**config.mk**
```make
export PLATFORM = sky130hd
export DESIGN_NAME = attribute_controller
export DESIGN_NICKNAME = d
export VERILOG_FILES = /design/src/verilog/attribute_controller_pkg.sv /design/src/verilog/attribute_controller.sv
export VERILOG_INCLUDE_DIRS = /design/src /design/src/verilog
export SDC_FILE = /design/constraint.sdc
export NUM_CORES = 1
export LEC_CHECK = 0
export ABC_AREA = 1
export BUFFER_PORTS_ARGS = -buffer_cell sky130_fd_sc_hd__buf_2
export CAP_MARGIN = 20
export CORE_ASPECT_RATIO = 1.75
export CORE_MARGIN = 4
export CORE_UTILIZATION = 57
export CTS_BUF_LIST = sky130_fd_sc_hd__clkbuf_2
export CTS_CLUSTER_SIZE = 24
export DETAILED_ROUTE_END_ITERATION = 10
export MAX_ROUTING_LAYER = met4
export PLACE_DENSITY = 0.78
export SLEW_MARGIN = 20
export SYNTH_ARGS = -nofsm -noshare
export SYNTH_HDL_FRONTEND = slang
export SYNTH_SLANG_ARGS = --single-unit
```
**constraint.sdc**
```tcl
create_clock -name clk_i -period 2.45 [get_ports clk_i]
set_input_delay 0.1225 -clock clk_i [delete_from_list [all_inputs] [get_ports clk_i]]
set_output_delay 0.1225 -clock clk_i [all_outputs]
set_load 0.01 [all_outputs]
```
**src/verilog/attribute_controller_regs.svh**
```systemverilog
// Port addresses, register indexes, field positions and reset values
`ifndef ATTRIBUTE_CONTROLLER_REGS_SVH
`define ATTRIBUTE_CONTROLLER_REGS_SVH

// Host I/O port addresses
`define AC_PORT_WRITE      16'h03C0
`define AC_PORT_READ       16'h03C1
`define AC_PORT_STAT_MONO  16'h03BA
`define AC_PORT_STAT_COLR  16'h03DA

// Indexed register numbers
`define AC_IDX_PAL_LAST    5'h0F
`define AC_IDX_MODE        5'h10
`define AC_IDX_BORDER      5'h11
`define AC_IDX_PLANE_EN    5'h12
`define AC_IDX_HSHIFT      5'h13
`define AC_IDX_COLSEL      5'h14
`define AC_IDX_MISC        5'h16
`define AC_IDX_MISC1       5'h17

// Index register fields and data masks
`define AC_INDEX_MASK      8'h3F
`define AC_INDEX_PSRC_BIT  5
`define AC_PALETTE_MASK    8'h3F
`define AC_NIBBLE_MASK     8'h0F

// Mode control bits
`define AC_MODE_SBSG_BIT   7
`define AC_MODE_HALF_BIT   6
`define AC_MODE_PANOFF_BIT 5
`define AC_MODE_BLINK_BIT  3
`define AC_MODE_LGR_BIT    2
`define AC_MODE_MONO_BIT   1
`define AC_MODE_GFX_BIT    0

// Line-graphics character range
`define AC_LGR_FIRST       8'hC0
`define AC_LGR_LAST        8'hDF

// Reset values
`define AC_RST_BYTE        8'h00
`define AC_RST_INDEX       8'h00

`endif

```
**src/verilog/attribute_controller_pkg.sv**
```systemverilog
// Types shared by the attribute controller design
package attribute_controller_pkg;
    typedef enum logic [1:0] {
        TOGGLE_INDEX = 2'h1,
        TOGGLE_DATA  = 2'h2
    } toggle_state_t;
    typedef logic [7:0] byte_t;
endpackage : attribute_controller_pkg

```
**src/verilog/attribute_controller.sv**
```systemverilog
// Attribute controller: host register port, pixel FIFO and attribute path
//
// How it works
// - Reading the input status one port forces the toggle to index state.
// - Every byte write to the attribute write port flips the toggle.
// - Reading the attribute write port returns the index register.
// - In index state a port write loads the index, toggle goes data.
// - With 16-bit I/O on, a word access to the port resets the toggle.
// - Reading the attribute read port returns the indexed register selected.
// - In data state a port write updates the selected register, toggle goes index.
// - Palette-source zero: host palette writes allowed, video shows border colour.
// - Palette-source one: palette writes blocked, pipeline reads the palette.
// - Index low five bits select the register; bits 7:6 reserved.
// - Four plane bits address one of 16 entries; six-bit value is output.
// - Palette entries hold six colour bits; top two reserved.
// - Mode bit 7 picks secondary blue/green from colour select or palette.
// - Mode bit 6 halves pixel rate: four pixels per character clock.
// - Mode bit 5 suppresses panning in the split-screen region.
// - Blink on: blinking pixels toggle palette bit 3, others use upper eight.
// - Blink off: palette address bit 3 comes straight from pixel data.
// - Line graphics: ninth dot copies eighth for codes C0-DF, else zero.
// - Line graphics off: the ninth dot takes the plane 3 bit.
// - Mode bit 1 selects monochrome or colour attribute handling.
// - Mode bit 0 selects graphics or text pixel treatment.
`timescale 1ns/10ps
`default_nettype none
`include "attribute_controller_regs.svh"

// Small FIFO with valid/ready on both sides
module pixel_fifo #(
    parameter int WIDTH = 20,
    parameter int DEPTH = 4
) (
    // Clock, reset, enable
    input  wire logic             clk_i,
    input  wire logic             resetn_i,
    input  wire logic             ce_i,
    // Fill side
    input  wire logic             in_valid_i,
    output logic                  in_ready_o,
    input  wire logic [WIDTH-1:0] in_data_i,
    // Drain side
    output logic                  out_valid_o,
    input  wire logic             out_ready_i,
    output logic      [WIDTH-1:0] out_data_o
);
    localparam int AW = (DEPTH > 1) ? $clog2(DEPTH) : 1;

    // Depth must be a power of two for pointer wrap
    generate
        if (DEPTH < 2 || (DEPTH & (DEPTH - 1)) != 0) begin : g_bad_depth
            $error("pixel_fifo: DEPTH must be a power of two of at least 2");
        end
    endgenerate

    logic [WIDTH-1:0] mem_ff [DEPTH];
    logic [AW-1:0]    wr_ptr_ff;
    logic [AW-1:0]    rd_ptr_ff;
    logic [AW:0]      count_ff;
    wire              push = in_valid_i && in_ready_o && ce_i;
    wire              pop  = out_valid_o && out_ready_i && ce_i;

    // Honest full and empty
    assign in_ready_o  = (count_ff != (AW+1)'(DEPTH));
    assign out_valid_o = (count_ff != '0);
    assign out_data_o  = mem_ff[rd_ptr_ff];

    // Pointers and occupancy
    always_ff @(posedge clk_i or negedge resetn_i) begin
        if (!resetn_i) begin
            wr_ptr_ff <= '0;
            rd_ptr_ff <= '0;
            count_ff  <= '0;
        end else begin
            if (push) wr_ptr_ff <= wr_ptr_ff + AW'(1);
            if (pop)  rd_ptr_ff <= rd_ptr_ff + AW'(1);
            count_ff <= count_ff + (AW+1)'(push) - (AW+1)'(pop);
        end
    end

    // Storage needs no reset; the count hides stale words
    // Storage
    always_ff @(posedge clk_i) begin
        if (push) mem_ff[wr_ptr_ff] <= in_data_i;
    end
endmodule : pixel_fifo

module attribute_controller
    import attribute_controller_pkg::*;
#(
    parameter int FIFO_DEPTH = 4
) (
    // Clock, reset, enable
    input  wire logic       clk_i,
    input  wire logic       resetn_i,
    input  wire logic       ce_i,
    // Host I/O cycle
    input  wire logic [15:0] io_addr_i,
    input  wire logic        io_rd_i,
    input  wire logic        io_wr_i,
    input  wire logic        io_word_i,
    input  wire logic [7:0]  io_wdata_i,
    output logic      [7:0]  io_rdata_o,
    // Controller-wide settings
    input  wire logic        colour_addr_sel_i,
    input  wire logic        io16_en_i,
    input  wire logic        mode256_i,
    input  wire logic        nine_dot_i,
    input  wire logic        split_i,
    input  wire logic        blink_phase_i,
    // Pixel stream in
    input  wire logic        pix_valid_i,
    output logic             pix_ready_o,
    input  wire logic [7:0]  pix_data_i,
    input  wire logic [7:0]  pix_char_i,
    input  wire logic        pix_dot_i,
    input  wire logic        pix_dot8_i,
    input  wire logic        pix_plane3_i,
    input  wire logic        pix_ninth_i,
    // Video out
    output logic             video_valid_o,
    input  wire logic        video_ready_i,
    output logic      [7:0]  video_o,
    // Status towards the rest of the controller
    output logic [3:0]       pan_shift_o,
    output logic             attr_mono_o,
    output logic             index_state_o
);
    localparam int PW = 20;

    generate
        if (FIFO_DEPTH < 2) begin : g_bad_param
            $error("attribute_controller: FIFO_DEPTH too small");
        end
    endgenerate

    // Reserved index and palette bits are stored as zero
    // Register state
    toggle_state_t toggle_ff;
    byte_t         index_ff;
    byte_t         palette_ff [16];
    byte_t         mode_ff;
    byte_t         border_ff;
    byte_t         plane_en_ff;
    byte_t         hshift_ff;
    byte_t         colsel_ff;
    byte_t         misc_ff;
    byte_t         misc1_ff;
    byte_t         rdata_ff;

    // With io16_en_i set, a word access on the write port resets the toggle and writes no register; a word read still returns the index
    // Port decode
    wire [15:0] stat_addr  = colour_addr_sel_i ? `AC_PORT_STAT_COLR : `AC_PORT_STAT_MONO;
    wire        stat_rd    = io_rd_i && (io_addr_i == stat_addr);
    wire        wport_hit  = (io_addr_i == `AC_PORT_WRITE);
    wire        wport_rd   = io_rd_i && wport_hit;
    wire        rport_rd   = io_rd_i && (io_addr_i == `AC_PORT_READ);
    wire        word_reset = io16_en_i && io_word_i && wport_hit && (io_rd_i || io_wr_i);
    wire        byte_wr    = io_wr_i && wport_hit && !word_reset;
    wire        idx_wr     = byte_wr && (toggle_ff == TOGGLE_INDEX);
    wire        dat_wr     = byte_wr && (toggle_ff == TOGGLE_DATA);
    wire [4:0]  sel        = index_ff[4:0];
    wire        pal_src    = index_ff[`AC_INDEX_PSRC_BIT];
    wire        sel_pal    = (sel <= `AC_IDX_PAL_LAST);
    wire        pal_wr     = dat_wr && sel_pal && !pal_src;

    // Status read and word access take priority over the flip
    // Next toggle state
    toggle_state_t nxt_toggle;
    always_comb begin
        nxt_toggle = toggle_ff;
        if (stat_rd || word_reset) nxt_toggle = TOGGLE_INDEX;
        else if (idx_wr)           nxt_toggle = TOGGLE_DATA;
        else if (dat_wr)           nxt_toggle = TOGGLE_INDEX;
    end

    // Index 15 hex has no register behind it and reads zero
    // Selected indexed register for reads
    byte_t sel_val;
    always_comb begin
        sel_val = `AC_RST_BYTE;
        unique case (sel)
            `AC_IDX_MODE:     sel_val = mode_ff;
            `AC_IDX_BORDER:   sel_val = border_ff;
            `AC_IDX_PLANE_EN: sel_val = plane_en_ff;
            `AC_IDX_HSHIFT:   sel_val = hshift_ff;
            `AC_IDX_COLSEL:   sel_val = colsel_ff;
            `AC_IDX_MISC:     sel_val = misc_ff;
            `AC_IDX_MISC1:    sel_val = misc1_ff;
            default:          sel_val = sel_pal ? palette_ff[sel[3:0]] : `AC_RST_BYTE;
        endcase
    end

    wire byte_t nxt_rdata = wport_rd ? index_ff :
                            rport_rd ? sel_val  : `AC_RST_BYTE;

    // Toggle, index and read data
    always_ff @(posedge clk_i or negedge resetn_i) begin
        if (!resetn_i) begin
            toggle_ff <= TOGGLE_INDEX;
            index_ff  <= `AC_RST_INDEX;
            rdata_ff  <= `AC_RST_BYTE;
        end else if (ce_i) begin
            toggle_ff <= nxt_toggle;
            rdata_ff  <= nxt_rdata;
            if (idx_wr) index_ff <= io_wdata_i & `AC_INDEX_MASK;
        end
    end

    // Writes to index 15 hex match no register and vanish
    // Control registers written in data state
    always_ff @(posedge clk_i or negedge resetn_i) begin
        if (!resetn_i) begin
            mode_ff     <= `AC_RST_BYTE;
            border_ff   <= `AC_RST_BYTE;
            plane_en_ff <= `AC_RST_BYTE;
            hshift_ff   <= `AC_RST_BYTE;
            colsel_ff   <= `AC_RST_BYTE;
            misc_ff     <= `AC_RST_BYTE;
            misc1_ff    <= `AC_RST_BYTE;
        end else if (ce_i && dat_wr) begin
            if (sel == `AC_IDX_MODE)     mode_ff     <= io_wdata_i;
            if (sel == `AC_IDX_BORDER)   border_ff   <= io_wdata_i;
            if (sel == `AC_IDX_PLANE_EN) plane_en_ff <= io_wdata_i;
            if (sel == `AC_IDX_HSHIFT)   hshift_ff   <= io_wdata_i;
            if (sel == `AC_IDX_COLSEL)   colsel_ff   <= io_wdata_i;
            if (sel == `AC_IDX_MISC)     misc_ff     <= io_wdata_i;
            if (sel == `AC_IDX_MISC1)    misc1_ff    <= io_wdata_i;
        end
    end

    // Host writes are dropped while the pipeline owns the palette
    // Palette entries, one per generate slot
    genvar gi;
    generate
        for (gi = 0; gi < 16; gi++) begin : g_pal
            always_ff @(posedge clk_i or negedge resetn_i) begin
                if (!resetn_i) begin
                    palette_ff[gi] <= `AC_RST_BYTE;
                end else if (ce_i && pal_wr && sel[3:0] == 4'(gi)) begin
                    palette_ff[gi] <= io_wdata_i & `AC_PALETTE_MASK;
                end
            end
        end
    endgenerate

    // Absorbs sink stalls of up to FIFO_DEPTH pixels; a longer stall drops pix_ready_o
    // Pixel FIFO in the data path
    wire [PW-1:0] fifo_in = {pix_data_i, pix_char_i, pix_dot_i, pix_dot8_i,
                             pix_plane3_i, pix_ninth_i};
    wire [PW-1:0] fifo_out;
    wire          fifo_valid;
    wire          fifo_pop;

    pixel_fifo #(
        .WIDTH (PW),
        .DEPTH (FIFO_DEPTH)
    ) u_fifo (
        .clk_i       (clk_i),
        .resetn_i    (resetn_i),
        .ce_i        (ce_i),
        .in_valid_i  (pix_valid_i),
        .in_ready_o  (pix_ready_o),
        .in_data_i   (fifo_in),
        .out_valid_o (fifo_valid),
        .out_ready_i (fifo_pop),
        .out_data_o  (fifo_out)
    );

    // Unpacked FIFO word
    wire [7:0] q_data   = fifo_out[19:12];
    wire [7:0] q_char   = fifo_out[11:4];
    wire       q_dot    = fifo_out[3];
    wire       q_dot8   = fifo_out[2];
    wire       q_plane3 = fifo_out[1];
    wire       q_ninth  = fifo_out[0];

    // Mode control decode
    wire gfx      = mode_ff[`AC_MODE_GFX_BIT];
    wire mono     = mode_ff[`AC_MODE_MONO_BIT];
    wire lgr      = mode_ff[`AC_MODE_LGR_BIT];
    wire blink_en = mode_ff[`AC_MODE_BLINK_BIT];
    wire half     = mode_ff[`AC_MODE_HALF_BIT];
    wire sbsg_sel = mode_ff[`AC_MODE_SBSG_BIT];

    // Ninth-dot and text dot selection
    wire lgr_code  = (q_char >= `AC_LGR_FIRST) && (q_char <= `AC_LGR_LAST);
    wire ninth_dot = lgr ? (lgr_code & q_dot8) : q_plane3;
    wire text_dot  = (nine_dot_i && q_ninth) ? ninth_dot : q_dot;

    // Palette address: text picks fore/background, graphics uses planes
    wire [3:0] txt_idx   = text_dot ? q_data[3:0] : q_data[7:4];
    wire [3:0] raw_idx   = gfx ? (q_data[3:0] & plane_en_ff[3:0]) : txt_idx;
    wire       blinks    = gfx ? raw_idx[3] : q_data[7];
    wire       blink_a3  = blinks ? blink_phase_i : 1'b1;
    wire       addr3     = blink_en ? blink_a3 : raw_idx[3];
    wire [3:0] pal_addr  = {addr3, raw_idx[2:0]};
    wire [7:0] pal_val   = palette_ff[pal_addr];
    wire [1:0] sec_gb    = sbsg_sel ? colsel_ff[1:0] : pal_val[5:4];
    wire [7:0] plane_pix = {colsel_ff[3:2], sec_gb, pal_val[3:0]};
    wire [7:0] lut_pix   = mode256_i ? q_data : plane_pix;
    wire [7:0] nxt_video = pal_src ? lut_pix : border_ff;

    // A repeated pixel holds the FIFO, so input runs at half rate
    // Output slot and pixel doubling for half rate
    logic       out_valid_ff;
    logic [7:0] video_ff;
    logic       repeat_ff;
    wire        out_take = video_ready_i || !out_valid_ff;
    wire        rep_due  = half && !repeat_ff && out_valid_ff;
    assign fifo_pop = out_take && !rep_due;

    always_ff @(posedge clk_i or negedge resetn_i) begin
        if (!resetn_i) begin
            out_valid_ff <= 1'b0;
            video_ff     <= `AC_RST_BYTE;
            repeat_ff    <= 1'b0;
        end else if (ce_i && out_take) begin
            if (rep_due) begin
                repeat_ff    <= 1'b1;
                out_valid_ff <= 1'b1;
            end else begin
                repeat_ff    <= 1'b0;
                out_valid_ff <= fifo_valid;
                if (fifo_valid) video_ff <= nxt_video;
            end
        end
    end

    // Outputs
    assign io_rdata_o    = rdata_ff;
    assign video_valid_o = out_valid_ff;
    assign video_o       = video_ff;
    assign pan_shift_o   = (split_i && mode_ff[`AC_MODE_PANOFF_BIT]) ? 4'h0
                                                                     : hshift_ff[3:0];
    assign attr_mono_o   = mono;
    assign index_state_o = (toggle_ff == TOGGLE_INDEX);
endmodule : attribute_controller
`default_nettype wire

```
# Yosys cells after proc, flatten, opt, wreduce, memory -nomap -nowiden
# Memories as Yosys holds them, arrays and structs flattened.
# Cells that the tools add are included.
[classes]
addsub = 4
magnitude_cmp = 5
eq_ne = 28
n_mux = 29
bitwise = 5
reduce_logical = 62
[op_table]
columns = ["operator", "n"]
rows = [
  ["$bmux 8 s4", 2],
  ["$mux 8", 7],
  ["$pmux 8 s7", 1],
  ["$logic_and 1x1->1", 41],
  ["$eq 5x5->1 const B", 7],
  ["$eq 16x10->1 const B", 2],
  ["$eq 4x4->1 const B", 8],
  ["$reduce_and 2->1", 9],
  ["$eq 16x10->1", 1],
  ["$eq 4x3->1 const B", 4],
  ["$mux 4", 3],
  ["$mux 6", 2],
  ["$ge 5x5->1 const B", 2],
  ["$not 4->5", 2],
  ["$mux 1", 9],
  ["$eq 4x2->1 const B", 2],
  ["$ge 8x8->1 const B", 1],
  ["$le 8x8->1 const B", 1],
  ["$mux 2", 4],
  ["$mux 7", 1],
  ["$reduce_bool 3->1", 2],
  ["$le 5x4->1 const B", 1],
  ["$logic_not 1->1", 5],
  ["$add 2x1->2 const B", 2],
  ["12 further kinds", 14],
]
[word_totals]
regBits = 185
mem_bits_rw = 80
input_bits = 58
out_inout_bits = 24
wordCells = 166
n_memories = 1
[memory_table]
columns = ["memory", "depth", "word_bits", "rd", "rd_ports_with_merged_regs", "write_ports", "line", "rtl"]
rows = [
  ["u_fifo.mem_ff", 4, 20, 1, 0, 1, "attribute_controller.sv:56", "logic [WIDTH-1:0] mem_ff [DEPTH];"],
]

# Depth between registers and ports, before layout
# Gate-level depths: netlist of run 1.
# An unclocked memory read counts as a cell.
[logic_depth]
depth_word = 18
ltp_mapped = 22
depth_no_buf = 20

# Modules after synthesis
# A second synthesis of run 1 with hierarchy kept.
[unflattened]
cells_unflattened = 1446
area_unflattened_um2 = 12929.9
[by_module_without_submodules]
columns = ["module", "n_inst", "cells_per_inst", "area_per_inst_um2", "seq_area_each_um2"]
rows = [
  ["attribute_controller", 1, 1197, 9202.6, 4455.5],
  ["pixel_fifo", 1, 249, 3727.3, 2577.5],
]

# Worst setup path before layout of run 1
# Ideal clock, no wire load.
[synth_path]
path_type = "flip-flop to flip-flop"
start = "register u_fifo.rd_ptr_ff[0]"
end = "register video_ff[4] (netlist: video_o[4])"
arrival_time_ns = 2.204
required_ns = 2.327
slack_ns = 0.123
stages_incl_launch_ff = 17
n_path_buf = 3
path_cell_list = "dfrtp_1 -> buf_6 -> inv_2 -> buf_4 -> buf_2 -> nand2_1 -> a32o_1 -> o21ai_1 -> o21ai_0 -> a21oi_1 -> inv_1 -> nand3_1 -> nand2_1 -> nand2_1 -> nand2_1 -> nand2_1 -> a21oi_1"
[synth_via]
elab_chain_len = 18
word_cells_on_any_way = 21
[synth_rtl]
columns = ["element", "line", "rtl"]
rows = [
  ["from (decl)", "attribute_controller.sv:58", "logic [AW-1:0] rd_ptr_ff;"],
  ["from (signal assigned)", "attribute_controller.sv:76", "if (pop) rd_ptr_ff <= rd_ptr_ff + AW'(1);"],
  ["$mem_v2 4x20 (*)", "n/a", ""],
  ["$ge 8x8->1 (no line) / $le 8x8->1 (equally long branches)", "n/a", ""],
  ["$logic_and 1x1->1", "attribute_controller.sv:287", "wire lgr_code = (q_char >= `AC_LGR_FIRST) && (q_char <= `AC_LGR_LAST);"],
  ["$and 1x1->1", "attribute_controller.sv:288", "wire ninth_dot = lgr ? (lgr_code & q_dot8) : q_plane3;"],
  ["$mux 1", "attribute_controller.sv:288", ""],
  ["$mux 1", "attribute_controller.sv:289", "wire text_dot = (nine_dot_i && q_ninth) ? ninth_dot : q_dot;"],
  ["$mux 4", "attribute_controller.sv:292", "wire [3:0] txt_idx = text_dot ? q_data[3:0] : q_data[7:4];"],
  ["$mux 4", "attribute_controller.sv:293", "wire [3:0] raw_idx = gfx ? (q_data[3:0] & plane_en_ff[3:0]) : txt_idx;"],
  ["$mux 1", "attribute_controller.sv:294", "wire blinks = gfx ? raw_idx[3] : q_data[7];"],
  ["$mux 1", "attribute_controller.sv:295", "wire blink_a3 = blinks ? blink_phase_i : 1'b1;"],
  ["$mux 1", "attribute_controller.sv:296", "wire addr3 = blink_en ? blink_a3 : raw_idx[3];"],
  ["$not 4->5 (not written as such)", "attribute_controller.sv:298", "wire [7:0] pal_val = palette_ff[pal_addr];"],
  ["$bmux 8 s4", "attribute_controller.sv:298", ""],
  ["$mux 6 (not written as such) (2 in series)", "attribute_controller.sv:298", ""],
  ["$mux 2", "attribute_controller.sv:299", "wire [1:0] sec_gb = sbsg_sel ? colsel_ff[1:0] : pal_val[5:4];"],
  ["$mux 8 (*)", "attribute_controller.sv:301", "wire [7:0] lut_pix = mode256_i ? q_data : plane_pix;"],
  ["$mux 8 (*)", "attribute_controller.sv:302", "wire [7:0] nxt_video = pal_src ? lut_pix : border_ff;"],
  ["to (signal assigned)", "attribute_controller.sv:316", "video_ff <= `AC_RST_BYTE;"],
  ["to (signal assigned)", "attribute_controller.sv:325", "if (fifo_valid) video_ff <= nxt_video;"],
  ["to (decl)", "attribute_controller.sv:307", "logic [7:0] video_ff;"],
]
# Mark *: on every way between the ends. The rest lies on a longest branch, timed or not. The select of a mux whose other input is x is not followed.
# A chain may end at the register's enable or synchronous reset.

# Worst setup path after layout of run 1
[layout_path]
start = "register u_fifo.rd_ptr_ff[0]"
end = "register video_ff[2] (netlist: video_o[2])"
[layout_via]
elab_chain_len = 17
word_cells_on_any_way = 20
[layout_rtl]
columns = ["element", "line"]
rows = [
  ["$mem_v2 4x20 (*)", "n/a"],
  ["$ge 8x8->1 (no line) / $le 8x8->1 (equally long branches)", "n/a"],
  ["$logic_and 1x1->1", "attribute_controller.sv:287"],
  ["$and 1x1->1", "attribute_controller.sv:288"],
  ["$mux 1", "attribute_controller.sv:288"],
  ["$mux 1", "attribute_controller.sv:289"],
  ["$mux 4", "attribute_controller.sv:292"],
  ["$mux 4", "attribute_controller.sv:293"],
  ["$mux 1", "attribute_controller.sv:294"],
  ["$mux 1", "attribute_controller.sv:295"],
  ["$mux 1", "attribute_controller.sv:296"],
  ["$not 4->5 (not written as such)", "attribute_controller.sv:298"],
  ["$bmux 8 s4", "attribute_controller.sv:298"],
  ["$mux 6 (not written as such) (2 in series)", "attribute_controller.sv:298"],
  ["$mux 8 (*)", "attribute_controller.sv:301"],
  ["$mux 8 (*)", "attribute_controller.sv:302"],
]
# Marked as above.

==> summary.txt, run 1 <==
gr ovfl total - 0
max_slew headroom - 45.8%
placed insts - 1,808
area growth from synthesis to layout - 29.1%
internal power - 0.00915 W
outcome - complete, but fails checks
achievable frequency - 362 MHz
Peak VDD IR - 0.000913 V
Initial Utilization - 57.5%
Worst path slowest cell - dfrtp_2
fillers - 1,509
synth unique cells - 50
num ports - 82
WP data arrival - 3550 ps
Crit. End Element - flop
crit path max fanout - 12
row count - 70
Clock transition at path regs - 140 ps
max cap viols - 0
Worst-Skew Late Latency - 920 ps
CTS tree - yes
Die Ht - 200 um
min-delay worst type - in -> reg
Final HPWL DP - 28,500 um
part of the power in registers - 29.9%
clk_skew - 111 ps
top-area cell type share of the netlist area - 38.4%
drt first-iter violations - 1,138
Crit Path Class - reg -> reg
vias in the first global route - 11,800
Final WS setup - -310 ps
TritonRoute pass-1 iters - 6
Yosys warning count - 0
Root Buffer Master - clkbuf_2
commonest non-fill, non-tap cell in the layout - nand2_1
footprint of the multi-input gates - 5200 sq um
Clock Power Share - 19.1%
largest net degree at the start of global routing - 45
Critical Path Stages - 17
Register Area - 6430 sq um
Synth Instances - 1,429
failing checks - negative setup slack
Die ar. - 23,500 sq um
Final Routed Wirelength - 43,700 um
nets - 1,756
Port-buffer cells - 76
max incr delay on CP - 470 ps
drt wl/cell - 21.9 um
final hold vios - 0
Mapped Nets - 1,494
most frequent cells in the layout - 382 x nand2_1, 182 x dfrtp_1, 161 x o21ai_0, 126 x inv_1, 105 x buf_4
RSZ-0062 raised after global routing - true
critical-path cell list - clkbuf_16, a21oi_1, a22oi_2, nand2_2, nand2_4, buf_6, nand2_4, nand2_2, nand2_2, nand2_4, clkbuf_16, o211ai_1, nand3_1, nand3_1, nand3_2, nand2_1, a21oi_2
worst endpoint required time - 3240 ps
CTS buffer count - 54
Switching Power - 0.00626 W
Max Slew Vio Count - 0
via count - 12,000
minimum clock period - 2760 ps
total core area - 20,800 sq um
clock buffer depth - 3
power share of the combinational group - 51.0%
post-synthesis sequential area ratio - 53.6%
synth top area cells - dfrtp_1 38%, edfxtp_1 15%, nand2_1 13%
Mapped Avg Cell Area - 8.39 sq um
Tcrit/Tclk final - 113%
Final GP Congestion - 1.04
Buf+Inv Stages, Crit Path - 3
Post-synth EDFFs - 60
Finished Layout Cells - 1,991
# H-tree levels - 2
Mapped Area - 12,000 sq um
initial antenna violation count - 2
CP delay by family, top - simple AND/OR/NAND/NOR gates
Power per Cell Area - 995 nW/um^2
Net Sw Frac - 40.6%
first-pass GRT wire length - 64,300 um
layout cells sized above 1 - 25.4%
Horiz. Die Dim - 118 um
area leader, netlist - dfrtp_1
WHS Path Cells - 2
Seq cells post-synth - 245
Remaining DRCs - 0
total power - 0.0154 W
Lkg Pwr - 7.07 nW
Slew @ Worst Pin - 812 ps
asr flop ratio synth - 75.5%
Clock Sink Count - 245
R2R cell count - 17
GR Util All Layers - 36.9%
Startpoint Class - flop
setup violators final - 6
vias per std cell - 6.05
Synth Flop Type - dfrtp_1
antenna viol nets, final - 0
==> sequential cells by signal, indices dropped and copies added, names as in the netlist, 8 cells and up <==
name / flops
border_ff: 8
colsel_ff: 8
hshift_ff: 8
io_rdata_o: 8
misc1_ff: 8
misc_ff: 8
mode_ff: 8
palette_ff: 96
plane_en_ff: 8
u_fifo.mem_ff: 60
video_o: 8
==> kinds of logic (layout without fill, tap and decap cells) <==
kind of cell,Yosys count,after routing,share of synthesized area [%]
AO/OA/AOI/OAI,346,346,16.3
XOR/XNOR,5,5,0.365
adder cells (fa/ha/maj),7,7,0.793
buffers and inverters,209,515,7.12
flip-flops,245,245,53.6
multiplexers,1,1,0.0939
other,0,4,0
AND/OR/NAND/NOR,616,616,21.7
==> worst paths after layout <==
check,start,endpoint,slack (ps)
max in group asynchronous,resetn_i,plane_en_ff[1],1630
hold reg to reg,palette_ff[51],palette_ff[51],500
setup / recovery,u_fifo.rd_ptr_ff[0],video_o[2],-310
setup reg to reg,u_fifo.rd_ptr_ff[0],video_o[2],-310
min in group asynchronous,resetn_i,palette_ff[76],420
hold / removal,pix_data_i[4],u_fifo.mem_ff[0][16],60
==> cells in the mapped netlist (10+ instances only) <==
master / count
o22ai_1: 23
edfxtp_1: 60
buf_2: 22
o21ai_0: 166
nand3_1: 108
a21oi_1: 50
inv_1: 130
o211ai_1: 12
dfrtp_1: 184
o21ai_1: 48
nand2_1: 418
clkbuf_1: 41
nor2_1: 56
o21ai_2: 10
a221oi_1: 11
==> power groups by stage <==
stage	clock, W	combinational, W	sequential (W)
floorplan	0	0.00305	0.00464
global placement	0	0.00516	0.00466
detailed placement	0	0.00523	0.00466
CTS	0.00294	0.00578	0.00458
global route	0.00319	0.00836	0.00462
finish	0.00294	0.00786	0.00461
==> metrics by stage <==
step | util, % | area [sq um] | setup TNS, ps | worst slack [ps] | hold WS (ps)
finish | 74.3 | 15500 | -1630 | -310 | 63.6
detailed placement | 64.3 | 13400 | -1770 | -258 | 117
floorplan | - | 12000 | 0 | 123 | -173
global placement | 64.3 | 13400 | -1040 | -199 | 109
CTS | 71.0 | 14800 | -101 | -32.7 | 1.37
global route | 74.3 | 15500 | -2220 | -384 | 25.7
==> metal layers <==
layer  track usage (%)  vias up  wire, um
li1                  -     5342         -
met1              34.7     5657     13600
met2              64.2      716     22100
met3              6.60      323      2910
met4              32.6        0      5050
met5                 -        -         0
==> what timing repair did <==
item,in CTS,in global routing
endpoints found under the hold margin,442,1
buffers inserted,2,7
gates cloned,1,7
hold buffers,65,1
pin swaps,5,49
endpoints found under the setup margin,6,69
gates resized for setup,28,127
==> area by class of cell <==
class	count	share of cell area [%]
antenna	4	0.0646
multi-input combinational	975	33.6
sequential	245	41.6
timing repair buffer	277	15.5
tap	252	2.04
clock buffer	74	2.39
clock inverter	26	1.37
inverter	138	3.44
Note: power is estimated with default switching activity, not from simulation.
==> run 2, diff against run 1 <==
--- a/config.mk
+++ b/config.mk
@@ -15,9 +15,11 @@
 export CTS_BUF_LIST = sky130_fd_sc_hd__clkbuf_2
 export CTS_CLUSTER_SIZE = 24
 export DETAILED_ROUTE_END_ITERATION = 10
+export HOLD_SLACK_MARGIN = 0.08
 export MAX_ROUTING_LAYER = met4
 export PLACE_DENSITY = 0.78
 export SLEW_MARGIN = 20
 export SYNTH_ARGS = -nofsm -noshare
 export SYNTH_HDL_FRONTEND = slang
 export SYNTH_SLANG_ARGS = --single-unit
+export TNS_END_PERCENT = 30
==> summary.txt, run 2 (synthesized netlist as in run 1, its figures left out) <==
outcome - complete, but fails checks
failing checks - negative setup slack
drt first-iter violations - 1,202
minimum clock period - 2730 ps
layout cells sized above 1 - 26.0%
num ports - 82
Peak VDD IR - 0.000756 V
max cap viols - 0
area growth from synthesis to layout - 30.0%
Final Core Density - 74.8%
R2R cell count - 21
vias per std cell - 6.04
antenna viol nets, final - 0
Final HPWL DP - 28,500 um
nets - 1,765
Clock Sink Count - 245
row count - 70
Startpoint Class - flop
Crit Path Class - reg -> reg
Die ar. - 23,500 sq um
Worst-Skew Late Latency - 920 ps
Final GP Congestion - 1.04
reg-to-reg startpoint - u_fifo.rd_ptr_ff[0]
Most flops, register - palette_ff
Power per Cell Area - 1010 nW/um^2
WHS Path Cells - 4
drt wl/cell - 22.0 um
Worst path slowest cell - dfrtp_2
RSZ-0062 raised after global routing - true
vias in the first global route - 11,700
Lkg Pwr - 7.10 nW
CTS tree - yes
gr ovfl total - 0
Initial Utilization - 57.5%
Finished Layout Cells - 1,999
min-delay worst type - in -> reg
Max Slew Vio Count - 0
critical-path cell list - buf_12, nand2_2, nor2_2, nand2_1, nand2_2, nand2_2, nand3_2, nand2_4, nand2_4, buf_6, nand2_1, nand2_1, nand2_2, nand2_4, clkbuf_16, o211ai_1, nand3_2, nand3_2, nand3_2, nand2_1, a21oi_1
WP data arrival - 3510 ps
Horiz. Die Dim - 118 um
r2r setup slk - -280 ps
max incr delay on CP - 470 ps
Port-buffer cells - 76
Final Routed Wirelength - 44,000 um
Hold WS - 162 ps
Clock transition at path regs - 120 ps
r2r endpoint - video_o[3]
most frequent cells in the layout - 382 x nand2_1, 181 x dfrtp_1, 162 x o21ai_0, 126 x inv_1, 108 x buf_4
GR Util All Layers - 36.6%
initial antenna violation count - 2
placed insts - 1,808
clock buffer depth - 3
max FFs per register - 96
Slew @ Worst Pin - 849 ps
commonest non-fill, non-tap cell in the layout - nand2_1
clk_skew - 115 ps
WHS Endpoint - misc_ff[6]
first-pass GRT wire length - 63,700 um
Hold Crit Start - io_wdata_i[6]
final hold vios - 0
max_slew headroom - 43.4%
CTS buffer count - 54
Remaining DRCs - 0
setup violators final - 6
Crit. End Element - flop
fillers - 1,496
top flop regs - palette_ff x96, u_fifo.mem_ff x60
# H-tree levels - 2
worst endpoint required time - 3230 ps
largest net degree at the start of global routing - 45
via count - 12,100
TritonRoute pass-1 iters - 6
crit path max fanout - 6
Tcrit/Tclk final - 112%
total core area - 20,800 sq um
DP Worst Slack - -258 ps
achievable frequency - 366 MHz
Root Buffer Master - clkbuf_2
Die Ht - 200 um
Final WS setup - -284 ps
==> run 2: repair_timing <==
item / in CTS / in global routing
cloned: 1 / 8
buffers inserted: 2 / 9
setup endpoints to repair: 6 / 60
hold endpoints to repair: 488 / 1
pin swaps: 4 / 59
gates resized for setup: 13 / 148
hold buffers: 68 / 1
==> run 2: critical path: cells and delay by family (launching register included) <==
| kind | cells | cell delay (ps) |
|---|---|---|
| simple gates | 16 | 1400 |
| compound gates | 2 | 250 |
| flops | 1 | 470 |
| buf+inv | 3 | 480 |
==> run 2: per-layer routing <==
| layer | global-route usage (%) | share of wire, % | vias up |
|---|---|---|---|
| li1 | - | - | 5367 |
| met1 | 34.5 | 32 | 5736 |
| met2 | 63.8 | 51 | 697 |
| met3 | 6.82 | 6.3 | 270 |
| met4 | 31.8 | 11 | 0 |
| met5 | - | 0 | - |
==> run 2: final cells by class <==
cell class / instances / area (sq um) / share of cell area (%)
Sequential cell: 245 / 6440 / 41.3
Multi-Input combinational cell: 975 / 5220 / 33.4
Timing Repair Buffer: 286 / 2500 / 16.0
Inverter: 138 / 536 / 3.43
Clock buffer: 74 / 370 / 2.37
Tap cell: 252 / 315 / 2.02
Clock inverter: 26 / 211 / 1.36
Antenna cell: 3 / 7.51 / 0.0481
==> run 2: worst max-delay path by stage <==
stage | from | slack [ps] | cells after the start | end
after floorplan | u_fifo.rd_ptr_ff[0] | 120 | 16 | video_o[4]
after global placement | u_fifo.rd_ptr_ff[0] | -200 | 19 | video_o[0]
after detailed placement | u_fifo.rd_ptr_ff[0] | -260 | 19 | video_o[0]
after CTS | u_fifo.rd_ptr_ff[0] | -90 | 22 | video_o[5]
after global routing | u_fifo.rd_ptr_ff[0] | -410 | 20 | video_o[0]
final | u_fifo.rd_ptr_ff[0] | -280 | 21 | video_o[3]
==> run 2: power breakdown <==
| group | leakage, nW | total [W] | internal (W) | switching, W |
|---|---|---|---|---|
| sequential | 3.07 | 0.00461 | 0.00443 | 0.000175 |
| combinational | 3.62 | 0.00828 | 0.00373 | 0.00455 |
| clock | 0.415 | 0.00294 | 0.00126 | 0.00168 |
==> run 2: metrics by stage <==
step                      TNS [ps]  total power (W)  instance area [sq um]
final                        -1360           0.0158                  15600
after global routing         -2250           0.0166                  15600
after CTS                     -392           0.0132                  14800
after detailed placement     -1770          0.00989                  13400
after global placement       -1040          0.00981                  13400
after floorplan                  0          0.00769                  12000
==> run 3, diff against run 2 <==
--- a/config.mk
+++ b/config.mk
@@ -9,15 +9,17 @@
 export ABC_AREA = 1
 export BUFFER_PORTS_ARGS = -buffer_cell sky130_fd_sc_hd__buf_2
 export CAP_MARGIN = 20
+export CELL_PAD_IN_SITES_DETAIL_PLACEMENT = 1
+export CELL_PAD_IN_SITES_GLOBAL_PLACEMENT = 1
 export CORE_ASPECT_RATIO = 1.75
 export CORE_MARGIN = 4
-export CORE_UTILIZATION = 57
+export CORE_UTILIZATION = 51
 export CTS_BUF_LIST = sky130_fd_sc_hd__clkbuf_2
 export CTS_CLUSTER_SIZE = 24
 export DETAILED_ROUTE_END_ITERATION = 10
 export HOLD_SLACK_MARGIN = 0.08
 export MAX_ROUTING_LAYER = met4
-export PLACE_DENSITY = 0.78
+export PLACE_DENSITY = 0.86
 export SLEW_MARGIN = 20
 export SYNTH_ARGS = -nofsm -noshare
 export SYNTH_HDL_FRONTEND = slang
==> constraint.sdc (replaced) <==
create_clock -name clk_i -period 3.2 [get_ports clk_i]
set_input_delay 0.16 -clock clk_i [delete_from_list [all_inputs] [get_ports clk_i]]
set_output_delay 0.16 -clock clk_i [all_outputs]
set_load 0.01 [all_outputs]
==> summary.txt, run 3 (synthesized netlist as in run 1, its figures left out) <==
antenna viol nets, final - 0
crit path max fanout - 24
setup TNS - -1240 ps
minimum clock period - 3390 ps
Power per Cell Area - 771 nW/um^2
drt wl/cell - 28.3 um
Most flops, register - palette_ff
# H-tree levels - 2
Lkg Pwr - 6.47 nW
CP most frequent cell - nand2_1
Max Slew Vio Count - 0
Final Routed Wirelength - 55,300 um
WHS Path Cells - 8
placed insts - 1,784
nets - 1,669
GR Util All Layers - 42.7%
Final Cell Area - 14,300 sq um
first-pass GRT wire length - 80,300 um
r2r endpoint - video_o[0]
Clock transition at path regs - 180 ps
RSZ-0062 raised after global routing - true
Worst path slowest cell - dfrtp_2
r2r setup slk - -190 ps
worst endpoint required time - 4100 ps
final hold vios - 0
num ports - 82
clock buffer depth - 3
most frequent cells in the layout - 411 x nand2_1, 183 x dfrtp_1, 162 x o21ai_0, 129 x inv_1, 107 x nand3_1
initial antenna violation count - 3
gr ovfl total - 0
drt first-iter violations - 1,382
Clock Sink Count - 245
fillers - 2,770
CP delay by family, top - simple AND/OR/NAND/NOR gates
Peak VDD IR - 0.000432 V
area growth from synthesis to layout - 19.0%
max cap viols - 0
Hold Crit Start - io_wr_i
vias in the first global route - 13,500
Area after DPL - 12,900 sq um
reg-to-reg startpoint - u_fifo.rd_ptr_ff[0]
CTS tree - yes
Finished Layout Cells - 1,958
largest net degree at the start of global routing - 70
CTS buffer count - 55
max FFs per register - 96
Root Buffer Master - clkbuf_2
via count - 12,600
WHS Endpoint - toggle_ff[1]
row count - 74
Crit. Startpoint - u_fifo.rd_ptr_ff[0]
Die ar. - 26,100 sq um
Worst-Skew Late Latency - 1020 ps
max_slew headroom - 24.2%
Remaining DRCs - 0
Final WS setup - -189 ps
Final HPWL DP - 30,200 um
failing checks - negative setup slack
WP data arrival - 4290 ps
top flop regs - palette_ff x96, u_fifo.mem_ff x60
Die Ht - 211 um
R2R cell count - 19
setup violators final - 27
clk_skew - 114 ps
Crit Path Class - reg -> reg
Crit. End Element - flop
Slew @ Worst Pin - 1140 ps
Final GP Congestion - 0.912
Initial Utilization - 51.6%
max incr delay on CP - 530 ps
TritonRoute pass-1 iters - 7
min-delay worst type - in -> reg
commonest non-fill, non-tap cell in the layout - nand2_1
Buf+Inv Stages, Crit Path - 2
DP Worst Slack - 133 ps
Tcrit/Tclk final - 106%
Horiz. Die Dim - 124 um
outcome - complete, but fails checks
vias per std cell - 6.46
Startpoint Class - flop
total core area - 23,200 sq um
layout cells sized above 1 - 16.4%
Port-buffer cells - 76
critical-path cell list - buf_8, o21ai_0, nor2_1, nor2_1, nor2_2, nand2_2, nand2_4, nand2_1, nand3_4, nand2_8, buf_12, nand2_1, nand2_1, nand2_1, nand3_1, nand3_1, nand3_1, nand2_1, a21oi_2
achievable frequency - 295 MHz
run 3: layout make-up:
class / count / area, sq um / area share, %
clock buffers: 82 / 410 / 2.88
multi-input cells: 975 / 4800 / 33.6
clock inverters: 22 / 169 / 1.18
well taps: 304 / 380 / 2.67
inverters: 138 / 523 / 3.67
flip-flops and latches: 245 / 6430 / 45.1
repair buffers: 189 / 1550 / 10.8
diodes: 3 / 7.51 / 0.0526
run 3: what timing repair did:
item,CTS,global route
setup endpoints to repair,0,69
resized for setup,0,33
hold buffers,62,2
buffers inserted,0,2
endpoints found under the hold margin,417,2
run 3: worst max path at each step:
stage	endpoint	slack (ps)	depth (start not counted)
after floorplan	video_o[4]	870	16
final	video_o[0]	-190	19
after CTS	toggle_ff[0]	60	13
after detailed placement	video_o[4]	130	20
after global placement	video_o[5]	270	19
after global routing	video_o[0]	-370	19
run 3: per-layer routing:
metal / share of wire, % / track usage [%] / vias up
li1: - / - / 5162
met1: 32 / 43.0 / 6131
met2: 48 / 67.2 / 922
met3: 8.6 / 11.0 / 424
met4: 11 / 37.0 / 0
met5: 0 / - / -
run 3: power breakdown:
group / internal [W] / switching [W]
registers: 0.00339 / 0.000160
logic: 0.00152 / 0.00347
clock network: 0.000935 / 0.00153
run 3: metrics by stage:
stage | total power [W] | hold WS, ps | util [%]
CTS | 0.00998 | 104 | 60.5
global route | 0.0114 | 65.4 | 61.4
finish | 0.0110 | 85.4 | 61.4
global placement | 0.00749 | 148 | 55.2
detailed placement | 0.00766 | 148 | 55.3
floorplan | 0.00589 | -136 | -
run 3: tightest hold or removal path, stage by stage:
cell and delay, ps:
buf_2 110, inv_1 170, a211oi_1 130, nand3_1 100, nand4_1 80, nand2_1 120
nand2_1 90, nand2_1 90
